**config.mk**
```make
export PLATFORM = sky130hd
export DESIGN_NAME = asp_serial_port
export DESIGN_NICKNAME = d
export VERILOG_FILES = /design/src/core/asp_pkg.sv /design/src/core/asp_conv_if.sv /design/src/core/asp_conv_engine.sv /design/src/core/asp_serial_port.sv
export SDC_FILE = /design/constraint.sdc
export NUM_CORES = 1
export LEC_CHECK = 0
export ABC_AREA = 1
export BUFFER_PORTS_ARGS = -buffer_cell sky130_fd_sc_hd__buf_2
export CAP_MARGIN = 20
export CORE_ASPECT_RATIO = 1.75
export CORE_MARGIN = 4
export CORE_UTILIZATION = 50
export DETAILED_ROUTE_END_ITERATION = 16
export PLACE_DENSITY_LB_ADDON = 0.25
export SLEW_MARGIN = 20
export SYNTH_ARGS = -nofsm -noshare
export SYNTH_HDL_FRONTEND = slang
export SYNTH_SLANG_ARGS = --single-unit
```
**constraint.sdc**
```tcl
create_clock -name core_clk_in -period 2.65 [get_ports core_clk_in]
set_clock_uncertainty 0.2 [all_clocks]
set_input_delay 0.3975 -clock core_clk_in [delete_from_list [all_inputs] [get_ports core_clk_in]]
set_output_delay 0.3975 -clock core_clk_in [all_outputs]
set_load 0.1 [all_outputs]
```
**src/core/asp_pkg.sv**
```systemverilog
// Shared constants for the serial configuration and result port.
package asp_pkg;

	// ********************************************************************
	// Mode byte layout
	// ********************************************************************
	localparam int MODE_W = 8;
	localparam int MODE_IM_POS = 3;
	localparam int MODE_RA_POS = 2;
	localparam int MODE_RB_POS = 1;
	localparam int MODE_DR_POS = 0;
	localparam logic [7:0] MODE_RESET = 8'h00;

	// ********************************************************************
	// Addressing
	// ********************************************************************
	localparam logic [6:0] GLOBAL_ADDR = 7'h77;
	localparam logic [6:0] ADDR_LO_HI = 7'h14;
	localparam logic [6:0] ADDR_LO_FL = 7'h15;
	localparam logic [6:0] ADDR_FL_HI = 7'h17;
	localparam logic [6:0] ADDR_FL_FL = 7'h24;
	localparam logic [6:0] ADDR_HI_HI = 7'h26;
	localparam logic [6:0] ADDR_HI_FL = 7'h27;
	localparam logic [1:0] PIN_LOW = 2'h0;
	localparam logic [1:0] PIN_FLOAT = 2'h1;
	localparam logic [1:0] PIN_HIGH = 2'h2;

	// ********************************************************************
	// Result word and transfer sizes
	// ********************************************************************
	localparam int RES_W = 32;
	localparam int CODE_W = 31;
	localparam logic [31:0] OVER_WORD = 32'hc000_0000;
	localparam logic [31:0] UNDER_WORD = 32'h3fff_ffff;
	localparam logic [3:0] BITS_PER_BYTE = 4'h8;
	localparam logic [2:0] BYTES_PER_READ = 3'h4;

	// ********************************************************************
	// Timing
	// ********************************************************************
	localparam int CLK_PERIOD_NS = 50;
	localparam int CONV_HALF_TIME_NS = 100000;
	localparam int CONV_HALF_CYCLES =
		(CONV_HALF_TIME_NS + CLK_PERIOD_NS - 1) / CLK_PERIOD_NS;
	localparam int EXT_CLK_MAX_PERIOD_NS = 100000;
	localparam int EXT_CLK_TIMEOUT_CYCLES =
		(EXT_CLK_MAX_PERIOD_NS + CLK_PERIOD_NS - 1) / CLK_PERIOD_NS;

endpackage : asp_pkg

```
**src/core/asp_conv_if.sv**
```systemverilog
// Link between the serial control logic and the conversion engine.
`timescale 1ns/100ps
interface asp_conv_if;
	logic start;
	logic [3:0] cfg;
	logic busy;
	logic done;
	logic [31:0] result;
	modport ctrl(output start, output cfg, input busy, input done,
		input result);
	modport eng(input start, input cfg, output busy, output done,
		output result);
endinterface : asp_conv_if

```
**src/core/asp_conv_engine.sv**
```systemverilog
// Conversion engine model: timed conversion cycle and result formatting.
`timescale 1ns/100ps
module asp_conv_engine #(
	parameter int HALF_CYCLES = asp_pkg::CONV_HALF_CYCLES
) (
	input wire logic core_clk_in,
	input wire logic reset_in,
	asp_conv_if.eng cif,
	input wire logic signed [30:0] sample_in,
	input wire logic over_in,
	input wire logic under_in
);
	localparam int CW = $clog2(HALF_CYCLES + 1);

	if (HALF_CYCLES < 1) begin : g_bad_half
		$error("HALF_CYCLES must be at least one");
	end

	typedef enum logic [1:0] {ENG_SLEEP, ENG_FIRST, ENG_SECOND} asp_eng_e;
	asp_eng_e state;
	logic [CW-1:0] cnt;
	logic fast;
	logic signed [30:0] first_code;
	logic first_over;
	logic first_under;
	logic half_end;
	logic signed [31:0] sum;

	function automatic logic [31:0] fmt(input logic ovr, input logic und,
		input logic [30:0] code);
		if (ovr) begin
			fmt = asp_pkg::OVER_WORD;
		end else if (und) begin
			fmt = asp_pkg::UNDER_WORD;
		end else begin
			fmt = {~code[30], code};
		end
	endfunction : fmt

	assign half_end = (cnt == CW'(HALF_CYCLES - 1));
	assign sum = {first_code[30], first_code} + {sample_in[30], sample_in};
	assign cif.busy = (state != ENG_SLEEP);

	always_ff @(posedge core_clk_in) begin
		if (reset_in) begin
			state <= ENG_SLEEP;
			cnt <= '0;
			fast <= 1'b0;
		end else begin
			unique case (state)
				ENG_SLEEP: begin
					cnt <= '0;
					if (cif.start) begin
						state <= ENG_FIRST;
						// Temperature input forces normal speed.
						fast <= cif.cfg[asp_pkg::MODE_DR_POS] &
							~cif.cfg[asp_pkg::MODE_IM_POS];
					end
				end
				ENG_FIRST: begin
					cnt <= half_end ? '0 : cnt + 1'b1;
					if (half_end) begin
						state <= fast ? ENG_SLEEP : ENG_SECOND;
					end
				end
				ENG_SECOND: begin
					cnt <= half_end ? '0 : cnt + 1'b1;
					if (half_end) begin
						state <= ENG_SLEEP;
					end
				end
			endcase
		end
	end

	always_ff @(posedge core_clk_in) begin
		if (reset_in) begin
			first_code <= '0;
			first_over <= 1'b0;
			first_under <= 1'b0;
			cif.result <= '0;
			cif.done <= 1'b0;
		end else begin
			cif.done <= half_end & ((state == ENG_SECOND) |
				(state == ENG_FIRST & fast));
			if (state == ENG_FIRST && half_end) begin
				first_code <= sample_in;
				first_over <= over_in;
				first_under <= under_in;
				if (fast) begin
					cif.result <= fmt(over_in, under_in, sample_in);
				end
			end else if (state == ENG_SECOND && half_end) begin
				// Two halves averaged so offset cancels; no older data used.
				cif.result <= fmt(first_over | over_in,
					first_under | under_in, sum[31:1]);
			end
		end
	end
endmodule : asp_conv_engine

```
**src/core/asp_serial_port.sv**
```systemverilog
// Two-wire slave port: addressing, mode byte, result readout, restart.
`timescale 1ns/100ps

// Overview of operation
// - Reset mode: external, 50/60Hz, normal speed.
// - Mode bit 3 selects temperature sensor input.
// - Mode bits 2,1 select line rejection.
// - Double rate bit skips calibration, doubles rate.
// - Temperature input forces normal speed.
// - Normal speed combines two internal conversions.
// - Result uses only the current cycle.
// - Busy converter refuses match with NAK.
// - Finished converter acknowledges matching address.
// - Two registers: result word, mode byte.
// - Sleep after conversion, hold result.
// - Four bytes read empties, restarts, refuses reads.
// - Result shifted MSB first on falling clock.
// - Bit 31 set for non-negative input.
// - Overrange: bits 31,30 high, next 24 low.
// - Underrange: bits 31,30 low, next 24 high.
// - Two's complement code then six sub bits.
// - Out of range clamps one LSB past scale.
// - Zero code sign may be either in double rate.
// - STOP after an accepted address, or 32 bits read, restarts conversion.
// - Global address accepted for writes.
// - Address from two pins, clock counts high.
module asp_serial_port #(
	parameter int CONV_HALF_CYCLES = asp_pkg::CONV_HALF_CYCLES,
	parameter int EXT_TIMEOUT = asp_pkg::EXT_CLK_TIMEOUT_CYCLES
) (
	input wire logic core_clk_in,
	input wire logic reset_in,
	input wire logic scl_in,
	input wire logic sda_in,
	output wire logic sda_out,
	output wire logic sda_oe_out,
	input wire logic [1:0] addr_pin_hi_in,
	input wire logic addr_pin_lo_float_in,
	input wire logic addr_pin_lo_ext_clk_in,
	input wire logic signed [30:0] sample_in,
	input wire logic over_in,
	input wire logic under_in,
	output wire logic input_select_out,
	output wire logic reject_sel_a_out,
	output wire logic reject_sel_b_out,
	output wire logic double_rate_out,
	output wire logic conv_busy_out,
	output wire logic ext_clk_detect_out
);
	localparam int TW = $clog2(EXT_TIMEOUT + 1);

	if (EXT_TIMEOUT < 2 || CONV_HALF_CYCLES < 1) begin : g_bad_param
		$error("timing parameters too small");
	end

	typedef enum logic [2:0] {I2C_IDLE, I2C_ADDR, I2C_ADDR_ACK, I2C_WR,
		I2C_WR_ACK, I2C_RD, I2C_RD_ACK} asp_i2c_e;

	asp_conv_if cif();

	// ********************************************************************
	// Pin synchronisers and bus events
	// ********************************************************************
	logic [5:0] pin_meta;
	logic [5:0] pin_sync;
	logic scl_s;
	logic sda_s;
	logic ext_s;
	logic scl_prev;
	logic sda_prev;
	logic ext_prev;
	logic scl_rise;
	logic scl_fall;
	logic start_c;
	logic stop_c;

	always_ff @(posedge core_clk_in) begin
		if (reset_in) begin
			pin_meta <= 6'h3f;
			pin_sync <= 6'h3f;
		end else begin
			pin_meta <= {addr_pin_lo_float_in, addr_pin_hi_in,
				addr_pin_lo_ext_clk_in, sda_in, scl_in};
			pin_sync <= pin_meta;
		end
	end

	assign scl_s = pin_sync[0];
	assign sda_s = pin_sync[1];
	assign ext_s = pin_sync[2];

	always_ff @(posedge core_clk_in) begin
		if (reset_in) begin
			scl_prev <= 1'b1;
			sda_prev <= 1'b1;
			ext_prev <= 1'b1;
		end else begin
			scl_prev <= scl_s;
			sda_prev <= sda_s;
			ext_prev <= ext_s;
		end
	end

	assign scl_rise = scl_s & ~scl_prev;
	assign scl_fall = ~scl_s & scl_prev;
	assign start_c = scl_s & scl_prev & sda_prev & ~sda_s;
	assign stop_c = scl_s & scl_prev & ~sda_prev & sda_s;

	// ********************************************************************
	// Address pins and external clock detection
	// ********************************************************************
	logic [TW-1:0] ext_idle;
	logic ext_det;
	logic [6:0] my_addr;

	// Detection drops only after a full slowest period with no edge.
	always_ff @(posedge core_clk_in) begin
		if (reset_in) begin
			ext_idle <= '0;
			ext_det <= 1'b0;
		end else if (ext_s != ext_prev) begin
			ext_idle <= '0;
			ext_det <= 1'b1;
		end else if (ext_idle == TW'(EXT_TIMEOUT - 1)) begin
			ext_det <= 1'b0;
		end else begin
			ext_idle <= ext_idle + 1'b1;
		end
	end

	function automatic logic [6:0] addr_of(input logic [1:0] hi,
		input logic lo_high);
		unique case (hi)
			asp_pkg::PIN_LOW: addr_of = lo_high ? asp_pkg::ADDR_LO_HI :
				asp_pkg::ADDR_LO_FL;
			asp_pkg::PIN_HIGH: addr_of = lo_high ? asp_pkg::ADDR_HI_HI :
				asp_pkg::ADDR_HI_FL;
			default: addr_of = lo_high ? asp_pkg::ADDR_FL_HI :
				asp_pkg::ADDR_FL_FL;
		endcase
	endfunction : addr_of

	assign my_addr = addr_of(pin_sync[4:3], ext_det | ~pin_sync[5]);
	assign ext_clk_detect_out = ext_det;

	// ********************************************************************
	// Serial state machine
	// ********************************************************************
	asp_i2c_e state;
	logic [7:0] shreg;
	logic [3:0] bit_cnt;
	logic [2:0] byte_cnt;
	logic rw;
	logic [31:0] tx_word;
	logic sda_oe;
	logic master_ack;
	logic addr_done;
	logic addr_hit;
	logic accept;
	logic mode_wr;
	logic read_done;

	assign addr_done = (state == I2C_ADDR) && scl_fall &&
		(bit_cnt == asp_pkg::BITS_PER_BYTE);
	assign addr_hit = (shreg[7:1] == my_addr) ||
		(shreg[7:1] == asp_pkg::GLOBAL_ADDR && !shreg[0]);
	logic result_full;
	assign accept = addr_hit && !cif.busy &&
		(!shreg[0] || result_full);
	assign mode_wr = (state == I2C_WR) && scl_fall &&
		(bit_cnt == asp_pkg::BITS_PER_BYTE) && (byte_cnt == 3'h0);
	assign read_done = (state == I2C_RD_ACK) && scl_fall &&
		(byte_cnt == asp_pkg::BYTES_PER_READ);

	always_ff @(posedge core_clk_in) begin
		if (reset_in) begin
			state <= I2C_IDLE;
			shreg <= 8'h00;
			bit_cnt <= 4'h0;
			byte_cnt <= 3'h0;
			rw <= 1'b0;
			tx_word <= 32'h0000_0000;
			sda_oe <= 1'b0;
			master_ack <= 1'b0;
		end else if (start_c) begin
			state <= I2C_ADDR;
			bit_cnt <= 4'h0;
			byte_cnt <= 3'h0;
			sda_oe <= 1'b0;
		end else if (stop_c) begin
			state <= I2C_IDLE;
			sda_oe <= 1'b0;
		end else begin
			unique case (state)
				I2C_IDLE: sda_oe <= 1'b0;
				I2C_ADDR: begin
					if (scl_rise) begin
						shreg <= {shreg[6:0], sda_s};
						bit_cnt <= bit_cnt + 1'b1;
					end
					if (addr_done) begin
						rw <= shreg[0];
						tx_word <= cif.result;
						sda_oe <= accept;
						state <= accept ? I2C_ADDR_ACK : I2C_IDLE;
					end
				end
				I2C_ADDR_ACK: begin
					if (scl_fall) begin
						bit_cnt <= 4'h0;
						state <= rw ? I2C_RD : I2C_WR;
						sda_oe <= rw & ~tx_word[31];
						if (rw) begin
							tx_word <= {tx_word[30:0], 1'b0};
						end
					end
				end
				I2C_WR: begin
					if (scl_rise) begin
						shreg <= {shreg[6:0], sda_s};
						bit_cnt <= bit_cnt + 1'b1;
					end
					if (scl_fall && bit_cnt == asp_pkg::BITS_PER_BYTE) begin
						// Only byte 1 of a frame (and 9, 17... as the count wraps) is taken as mode; others get NAK.
						sda_oe <= (byte_cnt == 3'h0);
						byte_cnt <= byte_cnt + 1'b1;
						state <= I2C_WR_ACK;
					end
				end
				I2C_WR_ACK: begin
					if (scl_fall) begin
						sda_oe <= 1'b0;
						bit_cnt <= 4'h0;
						state <= I2C_WR;
					end
				end
				I2C_RD: begin
					if (scl_fall) begin
						if (bit_cnt == 4'h7) begin
							sda_oe <= 1'b0;
							bit_cnt <= 4'h0;
							byte_cnt <= byte_cnt + 1'b1;
							state <= I2C_RD_ACK;
						end else begin
							sda_oe <= ~tx_word[31];
							tx_word <= {tx_word[30:0], 1'b0};
							bit_cnt <= bit_cnt + 1'b1;
						end
					end
				end
				I2C_RD_ACK: begin
					if (scl_rise) begin
						master_ack <= ~sda_s;
					end
					if (read_done || (scl_fall && !master_ack)) begin
						state <= I2C_IDLE;
					end else if (scl_fall) begin
						sda_oe <= ~tx_word[31];
						tx_word <= {tx_word[30:0], 1'b0};
						state <= I2C_RD;
					end
				end
			endcase
		end
	end

	assign sda_out = 1'b0;
	assign sda_oe_out = sda_oe;

	// ********************************************************************
	// Mode register and conversion sequencing
	// ********************************************************************
	logic [7:0] mode_reg;
	logic armed;
	logic por_start;
	logic conv_start;

	always_ff @(posedge core_clk_in) begin
		if (reset_in) begin
			mode_reg <= asp_pkg::MODE_RESET;
		end else if (mode_wr) begin
			mode_reg <= shreg;
		end
	end

	assign input_select_out = mode_reg[asp_pkg::MODE_IM_POS];
	assign reject_sel_a_out = mode_reg[asp_pkg::MODE_RA_POS];
	assign reject_sel_b_out = mode_reg[asp_pkg::MODE_RB_POS];
	assign double_rate_out = mode_reg[asp_pkg::MODE_DR_POS];
	assign cif.cfg = mode_reg[3:0];
	assign cif.start = conv_start;
	assign conv_busy_out = cif.busy;

	// A new conversion always discards the held result.
	always_ff @(posedge core_clk_in) begin
		if (reset_in) begin
			por_start <= 1'b1;
			armed <= 1'b0;
			conv_start <= 1'b0;
			result_full <= 1'b0;
		end else begin
			por_start <= 1'b0;
			conv_start <= por_start | read_done | (stop_c & armed);
			if (addr_done && accept) begin
				armed <= 1'b1;
			end else if (read_done || stop_c) begin
				armed <= 1'b0;
			end
			if (cif.done) begin
				result_full <= 1'b1;
			end else if (read_done || conv_start) begin
				result_full <= 1'b0;
			end
		end
	end

	asp_conv_engine #(.HALF_CYCLES(CONV_HALF_CYCLES)) u_engine (
		.core_clk_in(core_clk_in),
		.reset_in(reset_in),
		.cif(cif),
		.sample_in(sample_in),
		.over_in(over_in),
		.under_in(under_in)
	);
endmodule : asp_serial_port

```
== Word-level counts from Yosys, hierarchy flattened ==
Cells that the tools add are included.

* Bits in registers: 168
* Input bits: 41
* Output and inout bits: 8
* Logic and storage cells: 223

* $add $sub $neg: 5
* Equal/unequal tests: 41
* Multiplexer cells: 64
* Bitwise operators: 29
* Reductions and logical operators: 55

{| class="wikitable"
|+ Operators with widths
! cell !! count
|-
| $mux W32 || 14
|-
| $pmux W32 S4 || 1
|-
| $mux W3 || 12
|-
| $add A31 B31 Y32 || 1
|-
| $add A11 B1 Y11 const B || 2
|-
| $eq A11 B11 Y1 const B || 2
|-
| $pmux W11 S2 || 1
|-
| $ne A2 B2 Y1 const B || 10
|-
| $ne A4 B4 Y1 const B || 5
|-
| $mux W1 || 19
|-
| $pmux W3 S6 || 1
|-
| $mux W4 || 4
|-
| $reduce_and A8 Y1 || 2
|-
| $logic_and A1 B1 Y1 || 15
|-
| $and A1 B1 Y1 || 12
|-
| $eq A3 B3 Y1 const B || 4
|-
| $ne A2 B1 Y1 const B || 6
|-
| $pmux W4 S3 || 1
|-
| $pmux W6 S2 || 1
|-
| $reduce_and A4 Y1 || 3
|-
| $reduce_bool A2 Y1 || 6
|-
| $mux W11 || 1
|-
| $not A1 Y1 || 11
|-
| $mux W2 || 5
|-
| other kinds (34) || 55
|}

== Longest topological paths before layout ==
Gate-level depths: netlist (run 1).

* Depth after elaboration: 13
* Mapped depth: 16
* Mapped depth without buffers: 16

== Modules after synthesis ==
From an unflattened synthesis (run 1), not the netlist that was laid out.

* Cell total of the unflattened synthesis: 1378
* Area total of the unflattened synthesis: 9520.4 um^2

{| class="wikitable"
|+ Modules (own cells, without submodules)
! module !! times used !! cells each !! area each (um^2)
|-
| asp_conv_engine || 1 || 867 || 5456.5
|-
| asp_serial_port || 1 || 511 || 4063.9
|}

== Worst setup path after synthesis (run 1) ==
Ideal clock, no wire load.

* Path type: register -> register
* Start: reg ext_det, in the netlist ext_clk_detect_out
* End: reg state[1]
* Library setup time: 70 ps
* Arrival time: 1930 ps
* Data required time: 2380 ps
* Slack: 451 ps
* Stages on the path, launching flop included: 13
* Buffers on the path: 0
* Clock period less this slack: 2199 ps
* Path through: dfxtp_1 > inv_1 > nand2_1 > nand2_1 > inv_1 > nor2_1 > nand2_1 > nand2_1 > nor2_1 > nand3_1 > a21boi_0 > nand4_1 > a21oi_1

* Cells in the longest elaborated chain, start to end: 10
* Elaborated cells between the ends (all ways): 12

{| class="wikitable"
|+ RTL lines
! element !! RTL line !! text
|-
| from (decl) || asp_serial_port.sv:113 || <nowiki>logic ext_det;</nowiki>
|-
| from (signal assigned) || asp_serial_port.sv:120 || <nowiki>ext_det <= 1'b0;</nowiki>
|-
| from (signal assigned) || asp_serial_port.sv:123 || <nowiki>ext_det <= 1'b1;</nowiki>
|-
| from (signal assigned) || asp_serial_port.sv:125 || <nowiki>ext_det <= 1'b0;</nowiki>
|-
| $or A1 B1 Y1 (*) || asp_serial_port.sv:143 || <nowiki>assign my_addr = addr_of(pin_sync[4:3], ext_det | ~pin_sync[5]);</nowiki>
|-
| $mux W6 / $mux W1 (equally long branches) || asp_serial_port.sv:138, asp_serial_port.sv:134, asp_serial_port.sv:136 ||
|-
| $pmux W6 S2 (*) || asp_serial_port.sv:133 || <nowiki>unique case (hi)</nowiki>
|-
| $eq A7 B6 Y1 (*) || asp_serial_port.sv:165 || <nowiki>assign addr_hit = (shreg[7:1] == my_addr) ||</nowiki>
|-
| $logic_or A1 B1 Y1 (*) || asp_serial_port.sv:165 ||
|-
| $logic_and A1 B1 Y1 (*) (2 in a row) || asp_serial_port.sv:168 || <nowiki>assign accept = addr_hit && !cif.busy &&</nowiki>
|-
| $mux W2 (*) || asp_serial_port.sv:205 || <nowiki>state <= accept ? I2C_ADDR_ACK : I2C_IDLE;</nowiki>
|-
| $mux W3 (*) || asp_serial_port.sv:201 || <nowiki>if (addr_done) begin</nowiki>
|-
| $pmux W3 S6 (*) || asp_serial_port.sv:194 || <nowiki>unique case (state)</nowiki>
|-
| to (signal assigned) || asp_serial_port.sv:205 ||
|-
| to (signal assigned) || asp_serial_port.sv:211 || <nowiki>state <= rw ? I2C_RD : I2C_WR;</nowiki>
|-
| to (decl) || asp_serial_port.sv:149 || <nowiki>asp_i2c_e state;</nowiki>
|}

Every way passes the cells marked *; elsewhere a longest branch is shown, timed or not. The select of a mux whose other input is x is not followed.
A chain may end at the register's enable or synchronous reset.

== Final worst setup path (run 1) ==
* Start: reg u_engine.cnt[0]
* End: reg u_engine.cif.result[8]

* Cells in the longest elaborated chain, start to end: 4
* Elaborated cells between the ends (all ways): 7

{| class="wikitable"
|+ RTL lines
! element !! RTL line !! text
|-
| from (decl) || asp_conv_engine.sv:21 || <nowiki>logic [CW-1:0] cnt;</nowiki>
|-
| from (signal assigned) || asp_conv_engine.sv:61 || <nowiki>cnt <= half_end ? '0 : cnt + 1'b1;</nowiki>
|-
| from (signal assigned) || asp_conv_engine.sv:67 || <nowiki>cnt <= half_end ? '0 : cnt + 1'b1;</nowiki>
|-
| $eq A11 B11 Y1 (*) || asp_conv_engine.sv:40 || <nowiki>assign half_end = (cnt == CW'(HALF_CYCLES - 1));</nowiki>
|-
| $logic_and A1 B1 Y1 (on tied branches) || asp_conv_engine.sv:86, asp_conv_engine.sv:93 ||
|-
| $ne A2 B1 Y1 (no source line) / $reduce_bool A2 Y1 (equally long branches) || -- ||
|-
| $reduce_and A2 Y1 (no source line) || -- ||
|-
| to (signal assigned) || asp_conv_engine.sv:91 || <nowiki>cif.result <= fmt(over_in, under_in, sample_in);</nowiki>
|-
| to (signal assigned) || asp_conv_engine.sv:95 || <nowiki>cif.result <= fmt(first_over | over_in,</nowiki>
|-
| to (decl) || asp_conv_if.sv:12 || <nowiki>output result);</nowiki>
|}

Every way passes the cells marked *; elsewhere a longest branch is shown, timed or not.

==> metrics.md, run 1 <==
| Metric | Value |
|---|---|
| Summed negative setup slack over all endpoints | `0 ns` |
| Number of global-route vias before repair | `9,267` |
| Post-detail-place hpwl | `roughly 19,000 um` |
| Static Leakage | `approximately 5.4 nW` |
| Worst-Margin Slew | `0.672 ns` |
| Part of the power in combinational logic | `approximately 29%` |
| Total routing usage reported by global routing | `a little under a quarter` |
| DR vias/cell | `between 5 and 6` |
| Clock tree root buffer cell | `clkbuf_16` |
| Top achievable clock speed | `between 400 and 500 MHz` |
| Cell Count Post-Placement | `1,748` |
| Cells taking the most area after synthesis | `dfxtp_1 33%, nand2_1 12%, inv_1 7.2%` |
| Initial core utilization | `51.1%` |
| Design internal power | `5.07 mW` |
| Io pins | `49` |
| Number of flops mapped to enable cells by yosys | `0` |
| Library cell with the largest summed area after synthesis | `dfxtp_1` |
| Share of power burned in the clock network | `~34%` |
| Dominant synthesized flop cell | `dfxtp_1` |
| Initial antenna violation count | `0` |
| Cell with the most instances after synthesis | `nand2_1` |
| Worst-skew pair later-pin latency | `about 0.43 ns` |
| Total CTS buffers | `17` |
| Share of total power consumed by net switching | `between 30% and 40%` |
| H-tree Lvls | `4` |
| Areal power density over the cells | `between 600 and 700 mW/mm2` |
| Area used by multi-input combinational logic | `~0.0058 mm2` |
| Total of fill cells in the finished design | `a little under 2,000` |
| Area taken by flip-flops and latches | `0.00336 mm2` |
| Vert. Die Dim | `197 um` |
| Number of unique standard cell types used by synthesis | `45` |
| Number of nets in the layout | `roughly 1,600` |
| Switching power | `roughly 2.7 mW` |
| Yosys reg bits | `approximately 170` |
| Post-synthesis instance area | `between 0.01 and 0.015 mm2` |
| Synthesized area per cell | `around 6.8 um2` |
| Worst min-delay path endpoint | `u_engine.first_code[17]$_SDFFE_PP0P_` |
| Largest registers ranked by flip-flop count | `tx_word (32), u_engine.cif.result (32), u_engine.first_code (31)` |
| Core area | `approximately 0.020 mm2` |
| Portion of total power attributed to sequential cells | `37.4%` |
| Maximum number of pins on one net before global-route repair | `62` |
| Share of flip-flops with an asynchronous set or reset | `0%` |
| Peak supply drop | `roughly 0.6 mV` |
| Die area | `approximately 0.023 mm2` |
| Antenna violation net count after detailed routing | `0` |
| Crit Path Max Fanout | `32` |
| Syn Nets | `1,570` |
| Num rows | `68` |
| Min Clock Period, post-route | `2.39 ns` |
| Setup repair after global routing missed its margin | `false` |
| Minimum setup slack in the final design | `0.257 ns` |
| Detail-routed net length per standard cell | `roughly 14 um` |
| Number of DRC markers after the initial detailed-route iteration | `570` |
| Launch point of the worst reg-to-reg path | `u_engine.cnt[0]$_SDFF_PP0_` |
| Number of slew-limit violations in the final report | `0` |
| Antenna cell count | `0` |
| Total Wirelength | `between 20,000 and 30,000 um` |
| Final setup viols | `0` |
| Number of warnings reported in the yosys synthesis log | `0` |
| Post-synthesis sequential area ratio | `between 30% and 40%` |
| Clock-pin slew of the registers on the worst-case setup and hold paths | `roughly 0.070 ns` |
| Tightest Hold Check Type | `in -> reg` |
| R2R Setup Slk | `0.26 ns` |
| Startpoint Class | `flop` |
| Most numerous cell types in the synthesized netlist | `322 x nand2_1, 196 x inv_1, 168 x dfxtp_1, 154 x nor2_1, 134 x a21oi_1` |
| Count of port buffers added during placement | `47` |
| Wire length of the first global-routing pass | `about 43,000 um` |
| Kind of capture point of the worst setup path | `flop` |
| Worst EP required | `between 2 and 3 ns` |
| Vias after detailed routing | `9,332` |
| Sum of overflow across all layers after global routing | `0` |
| Number of endpoints with negative hold slack in the final report | `0` |
| Destination of the worst register-to-register timing path | `u_engine.cif.result[8]$_SDFFE_PP0P_` |
| Post-CTS Setup Bufs | `0` |
| Worst-case reg-to-reg path depth | `12` |
| Pre-CTS setup slack | `0.0866 ns` |
| Period utilization | `between 90% and 100%` |
| Cells on Worst Hold Path | `3` |
| Max-capacitance violation count | `0` |
| First drt pass iteration count | `5` |
| TritonCTS clock tree | `done` |
| Relative slew margins | `approximately 55%` |
| Synth top area share | `between 30% and 40%` |
| Class of the most critical setup path | `reg -> reg` |
| Buffer levels on the longest clock path | `2` |
| Layout area overhead | `11.5%` |
| Share of layout cells above drive strength 1 | `16.4%` |
| Number of sinks on the clock net | `168` |
| Die Wd | `about 120 um` |
| Number of remaining DRC errors | `0` |
| Placer's final routability congestion estimate | `~0.99` |
| Fin Hold WS | `between 0.03 and 0.04 ns` |
| WP data arrival | `about 2.6 ns` |
| Run status | `complete, no violations` |
| Startpoint of the most critical hold path | `sample_in[17]` |
| Cells after synthesis | `1,489` |
| Non-filler instance count after layout | `1,786` |
[through the flow]
stage	utilization (%)	power [mW]	area (um2)
final	57.0	7.81	11400
after global routing	57.0	8.26	11400
after CTS	57.0	7.90	11400
after detailed placement	53.6	5.24	10700
after global placement	53.6	5.19	10700
after floorplan	-	4.84	10200
[repair_timing]
item	4_1_cts	5_1_grt
endpoints found under the hold margin	6	0
gates resized for setup	0	2
hold buffers	6	0
setup endpoints to repair	0	16
[layout make-up]
type | instances | area share [%]
Clock buffer | 17 | 3.75
Timing Repair Buffer | 70 | 4.49
Sequential cell | 168 | 29.6
Inverter | 200 | 6.61
Clock inverter | 15 | 1.78
Tap cell | 245 | 2.70
Multi-Input combinational cell | 1071 | 51.1
[critical path, stage by stage, from the launching register on]
cell and delay, ns:
dfxtp_1 0.36, ha_1 0.18, nand2_1 0.10, nor2_1 0.10
nand2_1 0.08, inv_1 0.11, nand4_4 0.14, nor2_4 0.20
buf_12 0.21, nand2_2 0.22, nand2_1 0.13, nand2_1 0.09
a31oi_1 0.19
[power by group through the flow]
stage	clock (mW)	sequential [mW]	combinational [mW]
3_5_place_dp	0	2.98	2.26
4_1_cts	2.70	2.92	2.28
6_report	2.63	2.92	2.25
2_1_floorplan	0	2.95	1.89
3_3_place_gp	0	2.97	2.22
5_1_grt	2.79	2.95	2.52
[placed cells by master, fill, tap and decap left out, types with 24 or more instances in the layout]
| master | n |
|---|---|
| nand2_4 | 29 |
| nor3_1 | 24 |
| nand3_1 | 50 |
| dfxtp_1 | 168 |
| nor2_2 | 36 |
| mux2_2 | 30 |
| nand2_1 | 321 |
| nand2_2 | 33 |
| a21oi_1 | 134 |
| ha_1 | 39 |
| nor2_1 | 154 |
| inv_1 | 196 |
| buf_2 | 47 |
| o21ai_0 | 126 |
[layer usage]
metal	track usage [%]	part of all wire [%]
met1	25.6	41
met2	42.9	53
met3	3.26	2.8
met5	0	0
met4	10.7	3.9
[how the worst max path moves through the flow]
stage,depth (start not counted),end,slack [ns],startpoint
floorplan,12,state[1]$_SDFFE_PP0P_,0.45,ext_clk_detect_out$_SDFFE_PP0P_
global placement,8,u_engine.cif.result[9]$_SDFFE_PP0P_,0.17,sample_in[9]
detailed placement,12,u_engine.cif.result[8]$_SDFFE_PP0P_,0.09,u_engine.cnt[0]$_SDFF_PP0_
CTS,12,u_engine.cif.result[8]$_SDFFE_PP0P_,0.07,u_engine.cnt[0]$_SDFF_PP0_
global route,12,u_engine.cif.result[8]$_SDFFE_PP0P_,0.06,u_engine.cnt[0]$_SDFF_PP0_
finish,12,u_engine.cif.result[8]$_SDFFE_PP0P_,0.26,u_engine.cnt[0]$_SDFF_PP0_
[cell families after synthesis]
| logic type | share of synthesized area [%] |
|---|---|
| mux | 3.32 |
| fa+ha+maj | 4.99 |
| simple gates | 31.8 |
| flops | 33.0 |
| buf+inv | 10.2 |
| compound gates | 15.3 |
| other cells | 0.0368 |
| xor+xnor | 1.38 |
No activity file was read; power rests on OpenSTA's default activity.
==> run 2: changes to the inputs <==
Clock period 2.65 ns to 2.21 ns, I/O delays scaled along.
==> run 2 against run 1 <==
  * The run now ends with setup timing left
  * Utilization rose by 8.9 points
  * Global-route usage rose by 1.3 points
  * Critical path depth rose by 2
  * Sequential share of layout area fell by 3.9 points
  * Register-to-register slack got worse by 0.29 ns
  * Clock-buffer cell count did not move
  * Sequential cell count did not move
  * Clock power rose by 17%
  * Die area did not move
==> metrics.md, run 2 (synthesized netlist as in run 1, its figures left out) <==
| Metric | Value |
|---|---|
| Run status | `finished with violations` |
| Failing checks | `setup timing` |
| Count of port buffers added during placement | `47` |
| Cells on Worst Hold Path | `3` |
| DR vias/cell | `~5.2` |
| Commonest cells after routing, fill and taps aside | `300 x nand2_1, 193 x inv_1, 156 x dfxtp_1` |
| Areal power density over the cells | `about 750 mW/mm2` |
| Maximum number of pins on one net before global-route repair | `a little over 40` |
| Total routing usage reported by global routing | `24.5%` |
| Power Total | `between 9 and 10 mW` |
| Total of fill cells in the finished design | `approximately 1,700` |
| Top achievable clock speed | `roughly 450 MHz` |
| Number of global-route vias before repair | `around 9,800` |
| Switching power | `~3.5 mW` |
| Vert. Die Dim | `between 150 and 200 um` |
| Detail-routed net length per standard cell | `approximately 15 um` |
| Period utilization | `101%` |
| Relative slew margins | `66.7%` |
| Clock tree root buffer cell | `clkbuf_16` |
| Min Clock Period, post-route | `between 2 and 2.5 ns` |
| Share of layout cells above drive strength 1 | `between 20% and 30%` |
| Core area | `approximately 0.02 mm2` |
| Crit Path Max Fanout | `6` |
| Leading cell type in the layout, fill and taps excluded | `nand2_1` |
| WP data arrival | `2.38 ns` |
| Largest registers ranked by flip-flop count | `tx_word (32), u_engine.cif.result (32), u_engine.first_code (31)` |
| Minimum setup slack in the final design | `-0.0295 ns` |
| Number of endpoints with negative hold slack in the final report | `0` |
| Vias after detailed routing | `~10,000` |
| Worst-skew pair later-pin latency | `about 0.44 ns` |
| Worst-case reg-to-reg path depth | `14` |
| Static Leakage | `slightly above 6 nW` |
| Startpoint Class | `flop` |
| Wire length of the first global-routing pass | `roughly 45,000 um` |
| Number of slew-limit violations in the final report | `0` |
| Crit path max-delay cell type | `dfxtp_2` |
| Max-capacitance violation count | `0` |
| Layout area overhead | `29.0%` |
| H-tree Lvls | `4` |
| Tightest Hold Check Type | `in -> reg` |
| Post-detail-place hpwl | `20,500 um` |
| Number of nets in the layout | `1,756` |
| Final setup viols | `9` |
| Total Wirelength | `28,900 um` |
| Die Wd | `about 120 um` |
| Design internal power | `approximately 6.4 mW` |
| Peak supply drop | `approximately 0.67 mV` |
| Worst EP required | `2.35 ns` |
| Setup repair after global routing missed its margin | `true` |
| Number of sinks on the clock net | `roughly 170` |
| Placer's final routability congestion estimate | `0.962` |
| Number of remaining DRC errors | `0` |
| Buffer levels on the longest clock path | `2` |
| Total CTS buffers | `17` |
| Antenna cell count | `0` |
| Num rows | `just under 70` |
| Sum of overflow across all layers after global routing | `0` |
| Share of total power consumed by net switching | `35.6%` |
| TritonCTS clock tree | `done` |
| Cells traversed along the worst timing path | `ha_4, nand2_2, nor2_1, nand2_1, inv_2, nand4_4, buf_12, nor3_4, buf_12, buf_8, buf_6, nand2_2, o21ai_1, inv_1` |
| Area used by multi-input combinational logic | `roughly 0.0063 mm2` |
| Clock-pin slew of the registers on the worst-case setup and hold paths | `around 0.070 ns` |
| Class of the most critical setup path | `reg -> reg` |
| Worst-Margin Slew | `roughly 0.49 ns` |
| Portion of total power attributed to sequential cells | `a little over a third` |
| Share of power burned in the clock network | `between 30% and 40%` |
| Delay contributed by the slowest stage of the critical path | `between 0.3 and 0.4 ns` |
| First drt pass iteration count | `5` |
| Kind of capture point of the worst setup path | `flop` |
| Part of the power in combinational logic | `33.0%` |
| Die area | `roughly 0.023 mm2` |
| Number of DRC markers after the initial detailed-route iteration | `approximately 690` |
| Area taken by flip-flops and latches | `0.00338 mm2` |
| Initial antenna violation count | `0` |
| Pre-CTS setup slack | `-0.213 ns` |
| Antenna violation net count after detailed routing | `0` |
| Io pins | `a little under 50` |
| Summed negative setup slack over all endpoints | `-0.148 ns` |
| Initial core utilization | `between 50 and 60%` |
==> run 2: changes by cell type in the layout (fill, tap and decap cells not counted), sizes merged <==
cell | previous run | this run
buf | 64 | 192
dlygate4sd3 | 6 | 21
clkbuf | 17 | 21
clkinv | 5 | 3
clkinvlp | 1 | 3
bufinv | 2 | 1
inv | 207 | 208
==> run 2: what timing repair did <==
item,4_1_cts,5_1_grt
cloned,1,3
endpoints found under the setup margin,47,59
setup buffers,4,31
resized for setup,8,159
hold buffers,21,0
pin swaps,2,35
hold endpoints to repair,21,0
==> run 2: cell type report <==
cell class,count,area share (%)
clock buffer,17,3.24
clock inverter,15,1.34
inverter,200,5.73
multi-input combinational,1071,47.6
sequential,168,25.7
tap,245,2.33
timing repair buffer,217,14.0
==> run 2: path summary, 6_finish.rpt <==
check | startpoint | to | slack, ns
max | u_engine.cnt[1]$_SDFF_PP0_ | u_engine.cif.result[2]$_SDFFE_PP0P_ | -0.03
min | sample_in[12] | u_engine.first_code[12]$_SDFFE_PP0P_ | 0.02
min reg2reg | pin_meta[5]$_SDFF_PP1_ | pin_sync[5]$_SDFF_PP1_ | 0.21
max reg2reg | u_engine.cnt[1]$_SDFF_PP0_ | u_engine.cif.result[2]$_SDFFE_PP0P_ | -0.03
==> run 2: power by group through the flow <==
stage	sequential [mW]	combinational, mW	clock (mW)
4_1_cts	3.51	2.91	3.15
3_5_place_dp	3.58	2.86	0
2_1_floorplan	3.54	2.27	0
5_1_grt	3.56	3.57	3.28
3_3_place_gp	3.56	2.80	0
6_report	3.52	3.26	3.08
==> run 2: layer usage <==
| metal | routed length (um) | vias up | global-route usage (%) |
|---|---|---|---|
| met5 | 0 | - | 0 |
| met4 | 1460 | 0 | 12.1 |
| met3 | 824 | 98 | 3.56 |
| met2 | 15500 | 218 | 45.9 |
| met1 | 11100 | 4616 | 26.0 |
| li1 | - | 5149 | - |
==> run 2: through the flow <==
| step | area (um2) | hold WS, ns | util [%] | instances |
|---|---|---|---|---|
| 2_1_floorplan | 10200 | 0.159 | - | 1489 |
| 3_3_place_gp | 11400 | 0.196 | 57.1 | 1842 |
| 3_5_place_dp | 11400 | 0.200 | 57.1 | 1842 |
| 4_1_cts | 12300 | 0.00532 | 61.6 | 1900 |
| 5_1_grt | 13100 | 0.0305 | 66.0 | 1933 |
| 6_report | 13100 | 0.0224 | 66.0 | 1933 |
==> run 2: critical path, delay by kind of cell, from the launching register on <==
| kind | cells | cell delay (ns) |
|---|---|---|
| buffers and inverters | 6 | 0.69 |
| AND/OR/NAND/NOR | 6 | 0.63 |
| flip-flops | 1 | 0.35 |
| adder cells (fa/ha/maj) | 1 | 0.14 |
| AO/OA/AOI/OAI | 1 | 0.13 |
